<file path="src/irqcmd_map.svh">
// Register offsets, field positions, codes and reset values for irqcmd
`ifndef IRQCMD_MAP_SVH
`define IRQCMD_MAP_SVH
`define IRQCMD_OFS_HEAD 8'h00
`define IRQCMD_OFS_VALUE 8'h04
`define IRQCMD_OFS_CHECK 8'h08
`define IRQCMD_OFS_REPLY 8'h0C
`define IRQCMD_OFS_RVAL 8'h10
`define IRQCMD_OFS_ERR 8'h14
`define IRQCMD_OFS_IEN 8'h18
`define IRQCMD_OFS_EVT 8'h1C
`define IRQCMD_OFS_MASK 8'h20
`define IRQCMD_OP_CLEAR 8'h24
`define IRQCMD_OP_UNMASK 8'h19
`define IRQCMD_OP_MASKOFF 8'h1A
`define IRQCMD_OP_VECSET 8'h25
`define IRQCMD_OP_RETURN 8'h26
`define IRQCMD_OP_UF_LO 8'h40
`define IRQCMD_OP_UF_HI 8'h47
`define IRQCMD_TYPE_ALL 8'h00
`define IRQCMD_TYPE_GLOBAL 8'hFF
`define IRQCMD_NERR 5
`define IRQCMD_NIRQ 16
`define IRQCMD_NEVT 4
`define IRQCMD_EVT_DONE 0
`define IRQCMD_EVT_CSUM 1
`define IRQCMD_EVT_REFUSE 2
`define IRQCMD_EVT_ERR 3
`define IRQCMD_ST_OK 8'h64
`define IRQCMD_ST_CSUM 8'h01
`define IRQCMD_ST_BADCMD 8'h02
`define IRQCMD_ST_BADTYPE 8'h03
`define IRQCMD_ST_REFUSED 8'h06
`define IRQCMD_ZERO32 32'h0000_0000
`endif

</file>
<file path="src/irqcmd_pkg.sv">
// Types shared by the irqcmd command block
package irqcmd_pkg;
	typedef struct packed {
		logic [7:0] instr;
		logic [7:0] typ;
		logic [7:0] bank;
		logic [31:0] value;
	} irqcmd_cmd_t;
	typedef struct packed {
		logic [31:0] acc;
		logic [31:0] x;
		logic [7:0] flags;
		logic [31:0] pc;
	} irqcmd_ctx_t;
endpackage : irqcmd_pkg

</file>
<file path="src/irqcmd_top.sv">
// Interrupt-control and error-flag command interpreter with APB registers
// What this block does
// - Code 36 clears error flags chosen by the type byte only.
// - Clear with type 0 resets every error flag at once.
// - Clear types 1 to 5 reset timeout, alarm, deviation, position, shutdown.
// - Code 25 enables the single interrupt named by the type byte.
// - Enable with number 255 sets the global interrupt enable.
// - Code 26 disables the single interrupt named by the type byte.
// - Disable with number 255 clears the global interrupt enable.
// - Code 37 stores the value field as handler address of an interrupt.
// - A later handler address replaces the earlier one.
// - Handler address set and return act only from the stored program.
// - Code 38 restores saved accumulator, X, flags and program counter.
// - Codes 64 to 71 are eight user function slots.
//
// The placing of the registers and register access over APB were chosen for this implementation.
`timescale 1ns/1ps
`default_nettype none
`include "irqcmd_map.svh"
module irqcmd_top (
	input wire logic pclk,
	input wire logic presetn,
	input wire logic psel,
	input wire logic penable,
	input wire logic pwrite,
	input wire logic [7:0] paddr,
	input wire logic [31:0] pwdata,
	output logic [31:0] prdata,
	output logic pready,
	output logic pslverr,
	input wire logic prog_valid,
	input wire irqcmd_pkg::irqcmd_cmd_t prog_cmd,
	output logic prog_ready,
	input wire logic ctx_save,
	input wire irqcmd_pkg::irqcmd_ctx_t ctx_in,
	output logic ctx_restore,
	output irqcmd_pkg::irqcmd_ctx_t ctx_out,
	input wire logic [4:0] err_pin,
	output logic [4:0] err_flags,
	output logic [15:0] irq_enable,
	output logic irq_global,
	input wire logic [3:0] vec_rd_idx,
	output logic [31:0] vec_rd_data,
	output logic uf_start,
	output logic [2:0] uf_slot,
	output irqcmd_pkg::irqcmd_cmd_t uf_cmd,
	input wire logic [31:0] uf_reply,
	output logic irq
);
	logic [31:0] head;
	logic [31:0] value;
	logic host_pend;
	logic csum_ok;
	logic [7:0] reply_st;
	logic [31:0] reply_val;
	logic [3:0] evt;
	logic [3:0] mask;
	logic [4:0] err_s1;
	logic [4:0] err_s2;
	logic vec_we;
	logic [3:0] vec_waddr;
	logic [31:0] vec_wdata;
	irqcmd_pkg::irqcmd_ctx_t saved;
	logic setup;
	logic wr_acc;
	logic rd_evt;
	logic wr_check;
	logic [7:0] sum;
	logic ex_valid;
	logic ex_host;
	logic ex_ok;
	irqcmd_pkg::irqcmd_cmd_t ex;
	logic is_uf;
	logic idx_ok;
	logic [4:0] next_err;
	logic [3:0] evt_set;
	logic [7:0] next_st;
	logic [31:0] next_rval;

	// APB phases; the slave answers in the first access cycle
	assign setup = psel && !penable;
	assign wr_acc = psel && penable && pwrite;
	assign wr_check = wr_acc && (paddr == `IRQCMD_OFS_CHECK);
	assign rd_evt = psel && penable && !pwrite
		&& (paddr == `IRQCMD_OFS_EVT);

	// Modulo-256 sum of the first eight frame bytes
	assign sum = 8'(head[31:24] + head[23:16] + head[15:8] + head[7:0]
		+ value[31:24] + value[23:16] + value[15:8] + value[7:0]);

	// Host frame words, written before the checksum word
	always_ff @(posedge pclk or negedge presetn) begin
		if (!presetn) begin
			head <= `IRQCMD_ZERO32;
			value <= `IRQCMD_ZERO32;
		end else if (wr_acc && paddr == `IRQCMD_OFS_HEAD) begin
			head <= pwdata;
		end else if (wr_acc && paddr == `IRQCMD_OFS_VALUE) begin
			value <= pwdata;
		end
	end

	// Checksum write launches the host frame next cycle
	always_ff @(posedge pclk or negedge presetn) begin
		if (!presetn) begin
			host_pend <= 1'b0;
			csum_ok <= 1'b0;
			prog_ready <= 1'b0;
		end else begin
			host_pend <= wr_check;
			csum_ok <= (sum == pwdata[7:0]);
			prog_ready <= !wr_check; // Host frame owns that slot
		end
	end

	// Pick the frame to run; a host frame always has the slot to itself
	always_comb begin
		ex_host = host_pend;
		ex_valid = host_pend || (prog_valid && prog_ready);
		ex = prog_cmd;
		ex_ok = 1'b1;
		if (host_pend) begin
			ex.instr = head[23:16];
			ex.typ = head[15:8];
			ex.bank = head[7:0];
			ex.value = value;
			ex_ok = csum_ok;
		end
	end

	assign is_uf = ex.instr >= `IRQCMD_OP_UF_LO
		&& ex.instr <= `IRQCMD_OP_UF_HI;
	assign idx_ok = ex.typ < 8'(`IRQCMD_NIRQ);

	// Error flags: a raised pin wins over a clear in the same cycle
	always_comb begin
		next_err = err_flags;
		if (ex_valid && ex_ok && ex.instr == `IRQCMD_OP_CLEAR) begin
			if (ex.typ == `IRQCMD_TYPE_ALL) begin
				next_err = '0;
			end else if (ex.typ <= 8'(`IRQCMD_NERR)) begin
				next_err[3'(ex.typ - 8'h01)] = 1'b0;
			end
		end
		next_err = next_err | err_s2;
	end

	// Pin synchroniser, then the sticky flags
	always_ff @(posedge pclk or negedge presetn) begin
		if (!presetn) begin
			err_s1 <= '0;
			err_s2 <= '0;
			err_flags <= '0;
		end else begin
			err_s1 <= err_pin;
			err_s2 <= err_s1;
			err_flags <= next_err;
		end
	end

	// Per-source and global interrupt enables
	always_ff @(posedge pclk or negedge presetn) begin
		if (!presetn) begin
			irq_enable <= '0;
			irq_global <= 1'b0;
		end else if (ex_valid && ex_ok) begin
			if (ex.instr == `IRQCMD_OP_UNMASK) begin
				if (ex.typ == `IRQCMD_TYPE_GLOBAL) begin
					irq_global <= 1'b1;
				end else if (idx_ok) begin
					irq_enable[ex.typ[3:0]] <= 1'b1;
				end
			end else if (ex.instr == `IRQCMD_OP_MASKOFF) begin
				if (ex.typ == `IRQCMD_TYPE_GLOBAL) begin
					irq_global <= 1'b0;
				end else if (idx_ok) begin
					irq_enable[ex.typ[3:0]] <= 1'b0;
				end
			end
		end
	end

	// Handler address writes come only from the stored program
	always_ff @(posedge pclk or negedge presetn) begin
		if (!presetn) begin
			vec_we <= 1'b0;
			vec_waddr <= '0;
			vec_wdata <= `IRQCMD_ZERO32;
		end else begin
			vec_we <= ex_valid && !ex_host && idx_ok
				&& ex.instr == `IRQCMD_OP_VECSET;
			vec_waddr <= ex.typ[3:0];
			vec_wdata <= ex.value;
		end
	end

	// Table slot is simply rewritten, so redefinition is free
	irqcmd_vec_mem #(
		.DEPTH(`IRQCMD_NIRQ),
		.AW(4),
		.DW(32)
	) irqcmd_vec_mem_i (
		.clk(pclk),
		.we(vec_we),
		.waddr(vec_waddr),
		.wdata(vec_wdata),
		.raddr(vec_rd_idx),
		.rdata(vec_rd_data)
	);

	// Context saved on handler entry, handed back on return
	always_ff @(posedge pclk or negedge presetn) begin
		if (!presetn) begin
			saved <= '0;
			ctx_out <= '0;
			ctx_restore <= 1'b0;
		end else begin
			if (ctx_save) begin
				saved <= ctx_in;
			end
			ctx_restore <= ex_valid && !ex_host
				&& ex.instr == `IRQCMD_OP_RETURN;
			ctx_out <= saved;
		end
	end

	// User function slots hand the whole frame to outside logic
	always_ff @(posedge pclk or negedge presetn) begin
		if (!presetn) begin
			uf_start <= 1'b0;
			uf_slot <= '0;
			uf_cmd <= '0;
		end else begin
			uf_start <= ex_valid && ex_ok && is_uf;
			uf_slot <= ex.instr[2:0];
			uf_cmd <= ex;
		end
	end

	// Reply status; a refused program-only code changes nothing else
	always_comb begin
		next_st = `IRQCMD_ST_OK;
		next_rval = `IRQCMD_ZERO32;
		evt_set = '0;
		if (!ex_ok) begin
			next_st = `IRQCMD_ST_CSUM;
			evt_set[`IRQCMD_EVT_CSUM] = 1'b1;
		end else if (is_uf) begin
			next_rval = uf_reply;
		end else if (ex.instr == `IRQCMD_OP_VECSET
			|| ex.instr == `IRQCMD_OP_RETURN) begin
			if (ex_host) begin
				next_st = `IRQCMD_ST_REFUSED;
				evt_set[`IRQCMD_EVT_REFUSE] = 1'b1;
			end
		end else if (ex.instr == `IRQCMD_OP_CLEAR) begin
			if (ex.typ > 8'(`IRQCMD_NERR)) begin
				next_st = `IRQCMD_ST_BADTYPE;
			end
		end else if (ex.instr != `IRQCMD_OP_UNMASK
			&& ex.instr != `IRQCMD_OP_MASKOFF) begin
			next_st = `IRQCMD_ST_BADCMD;
		end
		evt_set[`IRQCMD_EVT_DONE] = ex_valid;
		if (!ex_valid) begin
			evt_set = '0;
		end
		evt_set[`IRQCMD_EVT_ERR] = |(err_s2 & ~err_flags);
	end

	// Reply registers track the latest executed frame
	always_ff @(posedge pclk or negedge presetn) begin
		if (!presetn) begin
			reply_st <= '0;
			reply_val <= `IRQCMD_ZERO32;
		end else if (ex_valid) begin
			reply_st <= next_st;
			reply_val <= next_rval;
		end
	end

	// Sticky events; a read clears only the bits it reported, so an
	// event landing at the setup edge is not lost, and a new event wins
	always_ff @(posedge pclk or negedge presetn) begin
		if (!presetn) begin
			evt <= '0;
		end else begin
			evt <= (rd_evt ? evt & ~prdata[3:0] : evt) | evt_set;
		end
	end

	// Mask register
	always_ff @(posedge pclk or negedge presetn) begin
		if (!presetn) begin
			mask <= '0;
		end else if (wr_acc && paddr == `IRQCMD_OFS_MASK) begin
			mask <= pwdata[3:0];
		end
	end

	// Level interrupt; lags the status bits by one cycle
	always_ff @(posedge pclk or negedge presetn) begin
		if (!presetn) begin
			irq <= 1'b0;
		end else begin
			irq <= |(evt & mask);
		end
	end

	// Read data and error answer are latched in the setup cycle
	always_ff @(posedge pclk or negedge presetn) begin
		if (!presetn) begin
			prdata <= `IRQCMD_ZERO32;
			pready <= 1'b0;
			pslverr <= 1'b0;
		end else begin
			pready <= setup;
			pslverr <= 1'b0;
			prdata <= `IRQCMD_ZERO32;
			if (setup) begin
				case (paddr)
					`IRQCMD_OFS_HEAD: prdata <= head;
					`IRQCMD_OFS_VALUE: prdata <= value;
					`IRQCMD_OFS_CHECK: prdata <= {24'h0, sum};
					`IRQCMD_OFS_REPLY: prdata <= {24'h0, reply_st};
					`IRQCMD_OFS_RVAL: prdata <= reply_val;
					`IRQCMD_OFS_ERR: prdata <= {27'h0, err_flags};
					`IRQCMD_OFS_IEN: prdata <= {15'h0, irq_global, irq_enable};
					`IRQCMD_OFS_EVT: prdata <= {28'h0, evt};
					`IRQCMD_OFS_MASK: prdata <= {28'h0, mask};
					default: pslverr <= 1'b1;
				endcase
			end
		end
	end

	// Checks next to the logic they guard
	a_clear_all: assert property (@(posedge pclk) disable iff (!presetn)
		ex_valid && ex_ok && ex.instr == `IRQCMD_OP_CLEAR
		&& ex.typ == 8'h00 && err_s2 == 5'h00
		|=> err_flags == 5'h00)
		else $error("clear all left a flag set");
	a_clear_one: assert property (@(posedge pclk) disable iff (!presetn)
		ex_valid && ex_ok && ex.instr == `IRQCMD_OP_CLEAR
		&& ex.typ == 8'h03 && err_s2 == 5'h00
		|=> !err_flags[2] && err_flags[4:3] == $past(err_flags[4:3])
		&& err_flags[1:0] == $past(err_flags[1:0]))
		else $error("single clear touched the wrong flag");
	a_clear_only: assert property (@(posedge pclk) disable iff (!presetn)
		ex_valid && ex.instr != `IRQCMD_OP_CLEAR && err_s2 == 5'h00
		|=> err_flags == $past(err_flags))
		else $error("flags changed without a clear");
	a_unmask_glob: assert property (@(posedge pclk) disable iff (!presetn)
		ex_valid && ex_ok && ex.instr == `IRQCMD_OP_UNMASK
		&& ex.typ == 8'hFF |=> irq_global
		&& irq_enable == $past(irq_enable))
		else $error("global enable not set");
	a_maskoff_glob: assert property (@(posedge pclk) disable iff (!presetn)
		ex_valid && ex_ok && ex.instr == `IRQCMD_OP_MASKOFF
		&& ex.typ == 8'hFF |=> !irq_global)
		else $error("global enable not cleared");
	a_unmask_one: assert property (@(posedge pclk) disable iff (!presetn)
		ex_valid && ex_ok && ex.instr == `IRQCMD_OP_UNMASK
		&& idx_ok |=> irq_enable[$past(ex.typ[3:0])])
		else $error("single enable missed");
	a_maskoff_one: assert property (@(posedge pclk) disable iff (!presetn)
		ex_valid && ex_ok && ex.instr == `IRQCMD_OP_MASKOFF
		&& idx_ok |=> !irq_enable[$past(ex.typ[3:0])])
		else $error("single disable missed");
	a_vec_host: assert property (@(posedge pclk) disable iff (!presetn)
		ex_valid && ex_host && ex_ok && ex.instr == `IRQCMD_OP_VECSET
		|=> !vec_we && reply_st == 8'h06)
		else $error("host handler address not refused");
	a_vec_store: assert property (@(posedge pclk) disable iff (!presetn)
		vec_we && vec_rd_idx == vec_waddr ##1 vec_rd_idx == $past(vec_rd_idx)
		|=> vec_rd_data == $past(vec_wdata, 2))
		else $error("handler address not stored");
	a_return_ctx: assert property (@(posedge pclk) disable iff (!presetn)
		ex_valid && !ex_host && ex.instr == `IRQCMD_OP_RETURN && !ctx_save
		|=> ctx_restore && ctx_out == $past(saved))
		else $error("return did not restore context");
	a_uf_slot: assert property (@(posedge pclk) disable iff (!presetn)
		ex_valid && ex_ok && ex.instr == `IRQCMD_OP_UF_HI |=> uf_start
		&& uf_slot == 3'h7
		##1 !uf_start || $past(ex_valid && is_uf))
		else $error("user slot not started");
	a_csum_bad: assert property (@(posedge pclk) disable iff (!presetn)
		wr_check && sum != pwdata[7:0]
		|=> ##1 reply_st == 8'h01 && !uf_start)
		else $error("bad checksum accepted");
	c_host_frame: cover property (@(posedge pclk) disable iff (!presetn)
		host_pend && csum_ok);
	c_prog_vec: cover property (@(posedge pclk) disable iff (!presetn)
		vec_we);
	c_return: cover property (@(posedge pclk) disable iff (!presetn)
		ctx_restore);
	c_irq: cover property (@(posedge pclk) disable iff (!presetn) irq);
endmodule : irqcmd_top
`default_nettype wire

</file>
<file path="src/irqcmd_vec_mem.sv">
// Handler address table with one write port and a registered read port
`timescale 1ns/1ps
`default_nettype none
module irqcmd_vec_mem #(
	parameter int DEPTH = 16,
	parameter int AW = 4,
	parameter int DW = 32
) (
	input wire logic clk,
	input wire logic we,
	input wire logic [AW-1:0] waddr,
	input wire logic [DW-1:0] wdata,
	input wire logic [AW-1:0] raddr,
	output logic [DW-1:0] rdata
);
	logic [DW-1:0] mem [DEPTH];

	// Later writes simply overwrite the slot
	always_ff @(posedge clk) begin
		if (we) begin
			mem[waddr] <= wdata;
		end
		rdata <= mem[raddr];
	end
endmodule : irqcmd_vec_mem
`default_nettype wire

</file>
<file path="config.mk">
export PLATFORM = sky130hd
export DESIGN_NAME = irqcmd_top
export DESIGN_NICKNAME = d
export VERILOG_FILES = /design/src/irqcmd_pkg.sv /design/src/irqcmd_top.sv /design/src/irqcmd_vec_mem.sv
export VERILOG_INCLUDE_DIRS = /design/src
export SDC_FILE = /design/constraint.sdc
export NUM_CORES = 1
export LEC_CHECK = 0
export BUFFER_PORTS_ARGS = -buffer_cell sky130_fd_sc_hd__buf_2
export CORE_MARGIN = 5
export CORE_UTILIZATION = 45
export DETAILED_ROUTE_END_ITERATION = 8
export GPL_ROUTABILITY_DRIVEN = 0
export HOLD_SLACK_MARGIN = 0.08
export PLACE_DENSITY = 0.67
export SLEW_MARGIN = 20
export SYNTH_ARGS = -nofsm -noshare
export SYNTH_HDL_FRONTEND = slang
export SYNTH_HIERARCHICAL = 1
export SYNTH_SLANG_ARGS = --single-unit
</file>
<file path="constraint.sdc">
create_clock -name pclk -period 5.15 [get_ports pclk]
set_clock_uncertainty 0.2 [all_clocks]
set_input_delay 1.03 -clock pclk [delete_from_list [all_inputs] [get_ports pclk]]
set_output_delay 1.03 -clock pclk [all_outputs]
set_load 0.1 [all_outputs]
</file>
==> impl_metrics.csv, run 1 <==
group,metric,value,unit
logic_synthesis,seq_area_frac_synth,72.4,%
clock_network,cts.sinks,989,
clock_network,insertion_delay,0.67,ns
grt,overflow,0,
grt,first_global_vias,23200,
finish,finalNonFillerCells,3819,
worst_setup_path,worstSetupPathType,"reg -> reg",
pwr,swShare,27.0,%
floorplan,num_io_pins,503,
drt,drc,0,
drt,drt-initial-drc-count,2027,
logic_synthesis,synth.area.mux_share,14.7,%
worst_setup_path,crit_path_end_kind,"register",
placed_design,dp_hpwl,72.4,mm
worst_setup_path,required,5.52,ns
logic_synthesis,netlist_top_cells_area,"edfxtp_1 (41%), dfrtp_1 (30%), mux4_2 (7.7%)",
drt,first_pass_iters,6,
run,cap_violations,0,
placed_design,pre_cts_slack,0.386,ns
pwr,power.leakage,0.0178,uW
logic_synthesis,synth_area_per_cell,17.9,um2
placed_design,portBuffers,502,
logic_synthesis,synth_compound_area_share,4.56,%
floorplan,core,83200,um2
floorplan,start_util,45.1,%
timing,setup_slack,0.303,ns
logic_synthesis,synth_top_family_by_area,"multiplexers",
clock_network,clk_pin_slew,0.06,ns
drt,wl_per_cell,28.0,um
timing,min_period,4.85,ns
worst_hold_path,min_path_cells,0,
logic_synthesis,yosys_warnings,6,
logic_synthesis,yosys.area_share.simple,2.99,%
logic_synthesis,synth_enable_flop_cells,512,
logic_synthesis,synth_xor_area_share,0.667,%
pwr,total_power,17900,uW
timing,fin_crit_sh,94.1,%
timing,maxSlewViolCount,0,
clock_network,clock_path_buffers,3,
finish,final_util,54.0,%
worst_setup_path,cp_data_arrival_time,5.22,ns
pwr,internal_power,13100,uW
drt,ant_nets,0,
grt,grt_max_degree,93,
worst_hold_path,min_to,"err_s2[3]",
worst_setup_path,r2r-start,"value[3]",
clock_network,cts_tree,"done",
pwr,power.switching,4840,uW
logic_synthesis,netlist_instances,2091,
floorplan,die_area,89300,um2
pwr,comb_power_share,11.7,%
grt,grt.total_usage,23.7,%
timing,max_slew_margin,29.5,%
clock_network,postCtsHoldBufs,0,
logic_synthesis,synth_top_area_cell,"edfxtp_1",
floorplan,die_y,299,um
logic_synthesis,ys.flop_type,"edfxtp_1",
timing,rsz0062_at_grt,"no",
clock_network,cts_max_level,3,
worst_hold_path,min_from,"err_s1[3]",
pwr,p_clk_share,39.5,%
clock_network,ctsRootBufferMaster,"clkbuf_16",
worst_hold_path,min_path_type,"reg -> reg",
timing,setup_viol,0,
worst_setup_path,rrSetupSlack,0.30,ns
logic_synthesis,synth_fa_ha_area_share,2.51,%
finish,nets,2944,
timing,tightest_slew,1.05,ns
timing,final.setup.tns,0,ns
logic_synthesis,synthesis.area,37500,um2
drt,routed_wl,107,mm
floorplan,fp-row-count,106,
grt,grt_pass1_wl,157,mm
pwr,ir_worst_vdd,0.000337,V
timing,finalHoldViolations,0,
placed_design,place_inst,3623,
logic_synthesis,synth_top_area_share,41.0,%
finish,layout-drive-gt1-share,39.3,%
pwr,seq_power_share,48.7,%
worst_setup_path,cp-start-kind,"register",
logic_synthesis,async_flop_share,45.0,%
logic_synthesis,synth_seq_cells,989,
drt,viasPerCell,5.68,
floorplan,dieWidth,299,um
clock_network,numCtsBuffers,99,
worst_setup_path,r2r_end,"prdata[7]",
clock_network,post_cts_buffers,0,
pwr,pwr_density_cell,399,nW/um2
clock_network,cts_resized,0,
finish,syn2layout_area_growth,19.6,%
timing,max_freq,206,MHz
logic_synthesis,syn-num-nets,2391,
grt,grt_antenna_before_repair,21,
finish,fill_cells,6554,
logic_synthesis,synth_cell_type_count,66,
run_status,status,"finished, final reports clean",
worst_setup_path,path_max_fanout,3,
worst_setup_path,reg2regPathDepth,15,
drt,vias,21700,
[sequential cells by signal (all words and copies together), names as in the netlist, 4 cells and up, named ones only]
name / count
ctx_out: 104
err_flags: 5
err_s1: 5
err_s2: 5
evt: 4
head: 32
irqcmd_vec_mem_i/mem: 512
irqcmd_vec_mem_i/rdata: 32
mask: 4
prdata: 32
reply_st: 4
reply_val: 32
saved: 104
uf_cmd: 56
value: 32
[power groups by stage]
stage	sequential [uW]	combinational (uW)	clock (uW)
after floorplan	9810	544	0
after detailed placement	8870	2100	0
final	8720	2100	7070
after global routing	8750	2200	7530
after CTS	8720	2110	7200
after global placement	8860	2080	0
[routing by layer]
| layer | wire length, um | up-vias | track usage [%] |
|---|---|---|---|
| met1 | 40700 | 11400 | 30.9 |
| met2 | 51800 | 1079 | 38.4 |
| li1 | - | 8996 | - |
| met4 | 3820 | 14 | 8.31 |
| met3 | 10600 | 223 | 7.18 |
| met5 | 96 | - | 0 |
[area by class of cell]
class,count,area [um2],share of cell area [%]
flip-flops and latches,989,27200,60.5
multi-input cells,905,9720,21.6
repair buffers,552,3040,6.78
clock buffers,148,2840,6.33
well taps,1080,1350,3.01
clock inverters,36,387,0.861
inverters,97,364,0.811
diodes,12,30.0,0.0669
[cells in the final DEF, fill, tap and decap left out, types with 27 or more instances in the layout]
master / instances
edfxtp_1: 512
buf_2: 498
dfrtp_1: 444
mux2_2: 200
mux4_2: 128
nand2_1: 115
clkbuf_16: 100
inv_1: 97
a22oi_1: 97
buf_4: 42
fa_1: 39
a22o_1: 33
clkbuf_1: 32
dfxtp_1: 32
o21ai_0: 28
a21oi_1: 27
[critical path, stage by stage (launching register included)]
cell and delay, ns:
dfrtp_1 0.39, inv_1 0.10, fa_1 0.55, inv_1 0.07, fa_1 0.51, fa_1 0.54
inv_1 0.06, fa_1 0.59, inv_1 0.06, ha_1 0.28, a211oi_1 0.30, o21bai_1 0.14
a21oi_1 0.18, xnor3_1 0.27, or3_1 0.32, a31oi_1 0.21
[Yosys cell counts, drive strengths merged, types with 8 or more instances]
master / instances
nand2: 115
a222oi: 10
mux2i: 11
edfxtp: 512
nand3: 9
buf: 44
mux4: 128
a21oi: 28
nor2: 38
ha: 13
xnor2: 18
clkbuf: 56
xor2: 8
dfrtp: 445
fa: 39
mux2: 222
dfxtp: 32
nor3: 16
inv: 97
o21ai: 34
a22o: 33
a22oi: 98
[logic make-up (layout without fill, tap and decap cells)]
logic type | Yosys count | in the layout
fa+ha+maj | 52 | 52
xor+xnor | 27 | 27
buf+inv | 197 | 833
simple gates | 230 | 230
mux | 361 | 361
compound gates | 235 | 235
flops | 989 | 989
other cells | 0 | 12
[through the flow]
stage               hold WS [ns]  area [um2]
finish                     0.149       44900
global placement           0.135       41600
CTS                        0.151       44900
global route               0.168       44900
detailed placement         0.138       41600
floorplan                  0.131       37500
[how the worst max path moves through the flow]
stage          slack [ns]   endpoint  startpoint  cells after the start
3_5_place_dp         0.39  prdata[7]    value[3]                     15
2_1_floorplan        0.69  prdata[7]    value[3]                     15
3_3_place_gp         0.43  prdata[7]    value[3]                     15
4_1_cts              0.31  prdata[7]    value[3]                     15
5_1_grt              0.12  prdata[7]    value[3]                     15
6_report             0.30  prdata[7]    value[3]                     15
Note: power is estimated with default switching activity, not from simulation.
==> inputs of run 2 (changes only) <==
--- a/config.mk
+++ b/config.mk
@@ -12,7 +12,7 @@
 export DETAILED_ROUTE_END_ITERATION = 8
 export GPL_ROUTABILITY_DRIVEN = 0
 export HOLD_SLACK_MARGIN = 0.08
-export PLACE_DENSITY = 0.67
+export PLACE_DENSITY = 0.69
 export SLEW_MARGIN = 20
 export SYNTH_ARGS = -nofsm -noshare
 export SYNTH_HDL_FRONTEND = slang
==> constraint.sdc (replaced) <==
create_clock -name pclk -period 4.22 [get_ports pclk]
set_clock_uncertainty 0.2 [all_clocks]
set_input_delay 0.844 -clock pclk [delete_from_list [all_inputs] [get_ports pclk]]
set_output_delay 0.844 -clock pclk [all_outputs]
set_load 0.1 [all_outputs]
==> run 2 against run 1 <==
Effect of this change:
- the flow now finishes with violations (setup timing)
- sequential power is 22% higher
- count of clock-buffer cells in the layout fell by 16
- critical path type unchanged
- fmax increased by 8.4%
- setup slack worse by 0.55 ns
- clock power up 28%
- non-clock buffer count is 65 higher
- utilization rose by 0.96 points
- hold slack got worse by 0.0028 ns
- power rose by 25%
- design area increased by 1.8%
- sequential cell count stayed put
- register-to-register slack got worse by 0.55 ns
==> impl_metrics.csv, run 2 (same netlist as run 1, synthesis figures left out) <==
group,metric,value,unit
placed_design,place_inst,3680,
grt,gr-usage-met3,5.83,%
worst_setup_path,r2r-start,"value[19]",
worst_setup_path,path_max_fanout,2,
drt,viasPerCell,5.65,
grt,grt_antenna_before_repair,32,
worst_setup_path,cp-start-kind,"register",
clock_network,cts_max_level,3,
finish,regMostFlops,"irqcmd_vec_mem_i/mem",
finish,multi_input_area,9790,um2
run_status,status,"complete, but fails checks",
worst_setup_path,worstSetupPathType,"reg -> reg",
clock_network,cts_tree,"done",
clock_network,numCtsBuffers,99,
clock_network,clk_pin_slew,0.07,ns
worst_setup_path,required,4.61,ns
timing,tightest_slew,1.03,ns
drt,drt-initial-drc-count,2186,
grt,grt.total_usage,23.9,%
finish,finalNonFillerCells,3885,
finish,largest_reg_flops,512,
worst_setup_path,reg2regPathDepth,15,
timing,final.setup.tns,-0.393,ns
worst_setup_path,cp_data_arrival_time,4.87,ns
finish,final-seq-area,27200,um2
timing,fin_crit_sh,106,%
drt,first_pass_iters,7,
floorplan,fp-row-count,106,
floorplan,core,83200,um2
timing,min_period,4.47,ns
placed_design,dp_hpwl,74.5,mm
worst_hold_path,min_path_type,"reg -> reg",
finish,syn2layout_area_growth,21.8,%
floorplan,die_y,299,um
floorplan,die_area,89300,um2
drt,drc,0,
drt,wl_per_cell,27.7,um
finish,layout_commonest_cell,"edfxtp_1",
floorplan,start_util,45.1,%
finish,layout-drive-gt1-share,42.0,%
finish,nets,3009,
clock_network,ctsRootBufferMaster,"clkbuf_16",
pwr,ir_worst_vdd,0.000365,V
clock_network,cts.sinks,989,
clock_network,clock_path_buffers,3,
pwr,power.leakage,0.0183,uW
worst_hold_path,min_to,"ctx_out[12]",
worst_hold_path,min_path_cells,0,
grt,grt_max_degree,86,
timing,max_slew_margin,31.3,%
grt,grt_busiest_layer,"met2",
run,cap_violations,0,
timing,finalHoldViolations,0,
drt,vias,21900,
timing,rsz0062_at_grt,"yes",
floorplan,num_io_pins,503,
placed_design,portBuffers,502,
finish,top_regs,"irqcmd_vec_mem_i/mem (512), ctx_out (104), saved (104)",
timing,setup_viol,2,
finish,layout_common_cells,"edfxtp_1 (512), buf_2 (498), dfrtp_1 (444)",
floorplan,dieWidth,299,um
grt,overflow,0,
clock_network,insertion_delay,0.68,ns
finish,final_util,55.0,%
pwr,pwr_density_cell,489,nW/um2
timing,setup_slack,-0.251,ns
timing,max_freq,224,MHz
grt,grt_pass1_wl,158,mm
worst_setup_path,crit_path_end_kind,"register",
drt,ant_nets,0,
worst_setup_path,rrSetupSlack,-0.25,ns
worst_hold_path,min_from,"saved[12]",
run_status,violations,"setup timing",
drt,routed_wl,107,mm
timing,maxSlewViolCount,0,
grt,gr-usage-met1,31.8,%
worst_setup_path,r2r_end,"prdata[7]",
grt,first_global_vias,23100,
finish,fill_cells,6425,
grt,met2_usage,38.8,%
==> run 2: repair_timing <==
item / in CTS / in global routing
buffers inserted: 0 / 2
pin swaps: 2 / 20
resized for setup: 5 / 17
hold buffers: 6 / 0
setup endpoints to repair: 4 / 6
endpoints found under the hold margin: 83 / 0
==> run 2: how the worst max path moves through the flow <==
| stage | start | end | slack (ns) | cells after the start |
|---|---|---|---|---|
| after global placement | value[2] | csum_ok | -0.20 | 15 |
| after CTS | value[27] | prdata[7] | -0.32 | 15 |
| after global routing | value[19] | prdata[7] | -0.39 | 15 |
| after floorplan | value[27] | prdata[7] | -0.04 | 15 |
| final | value[19] | prdata[7] | -0.25 | 15 |
| after detailed placement | value[4] | prdata[7] | -0.28 | 15 |
==> run 2: per-stage QoR <==
stage	area [um2]	setup slack [ns]	hold slack (ns)	total power, uW
floorplan	37500	-0.0393	0.131	12600
CTS	45600	-0.318	0.142	22500
global placement	42100	-0.201	0.139	13400
finish	45700	-0.251	0.146	22400
global route	45700	-0.389	0.155	23100
detailed placement	42100	-0.276	0.135	13400
==> run 2: cell type report <==
type / count / area share (%)
repair buffers: 617 / 7.80
clock buffers: 132 / 6.19
inverters: 97 / 0.797
well taps: 1080 / 2.96
diodes: 12 / 0.0657
clock inverters: 53 / 1.34
flip-flops and latches: 989 / 59.4
multi-input cells: 905 / 21.4
==> run 2: where the power goes <==
| group | internal (uW) | switching, uW |
|---|---|---|
| clock network | 5260 | 3820 |
| registers | 10400 | 199 |
| logic | 678 | 1970 |
==> run 2: metal layers <==
layer	wire [um]	vias up
met3	10200	227
met2	52200	1129
met5	150	-
met1	41000	11400
met4	4010	22
li1	-	9153
==> run 2: worst max-delay path, stage by stage, from the launching register on <==
cell and delay (ns):
dfrtp_1 0.38, inv_2 0.06, fa_1 0.56, inv_2 0.05, fa_1 0.50, fa_1 0.49
inv_1 0.05, fa_1 0.53, inv_2 0.06, ha_4 0.20, a211oi_2 0.25, o21bai_1 0.13
a21oi_2 0.16, xnor3_1 0.26, or3_1 0.36, a31oi_1 0.18
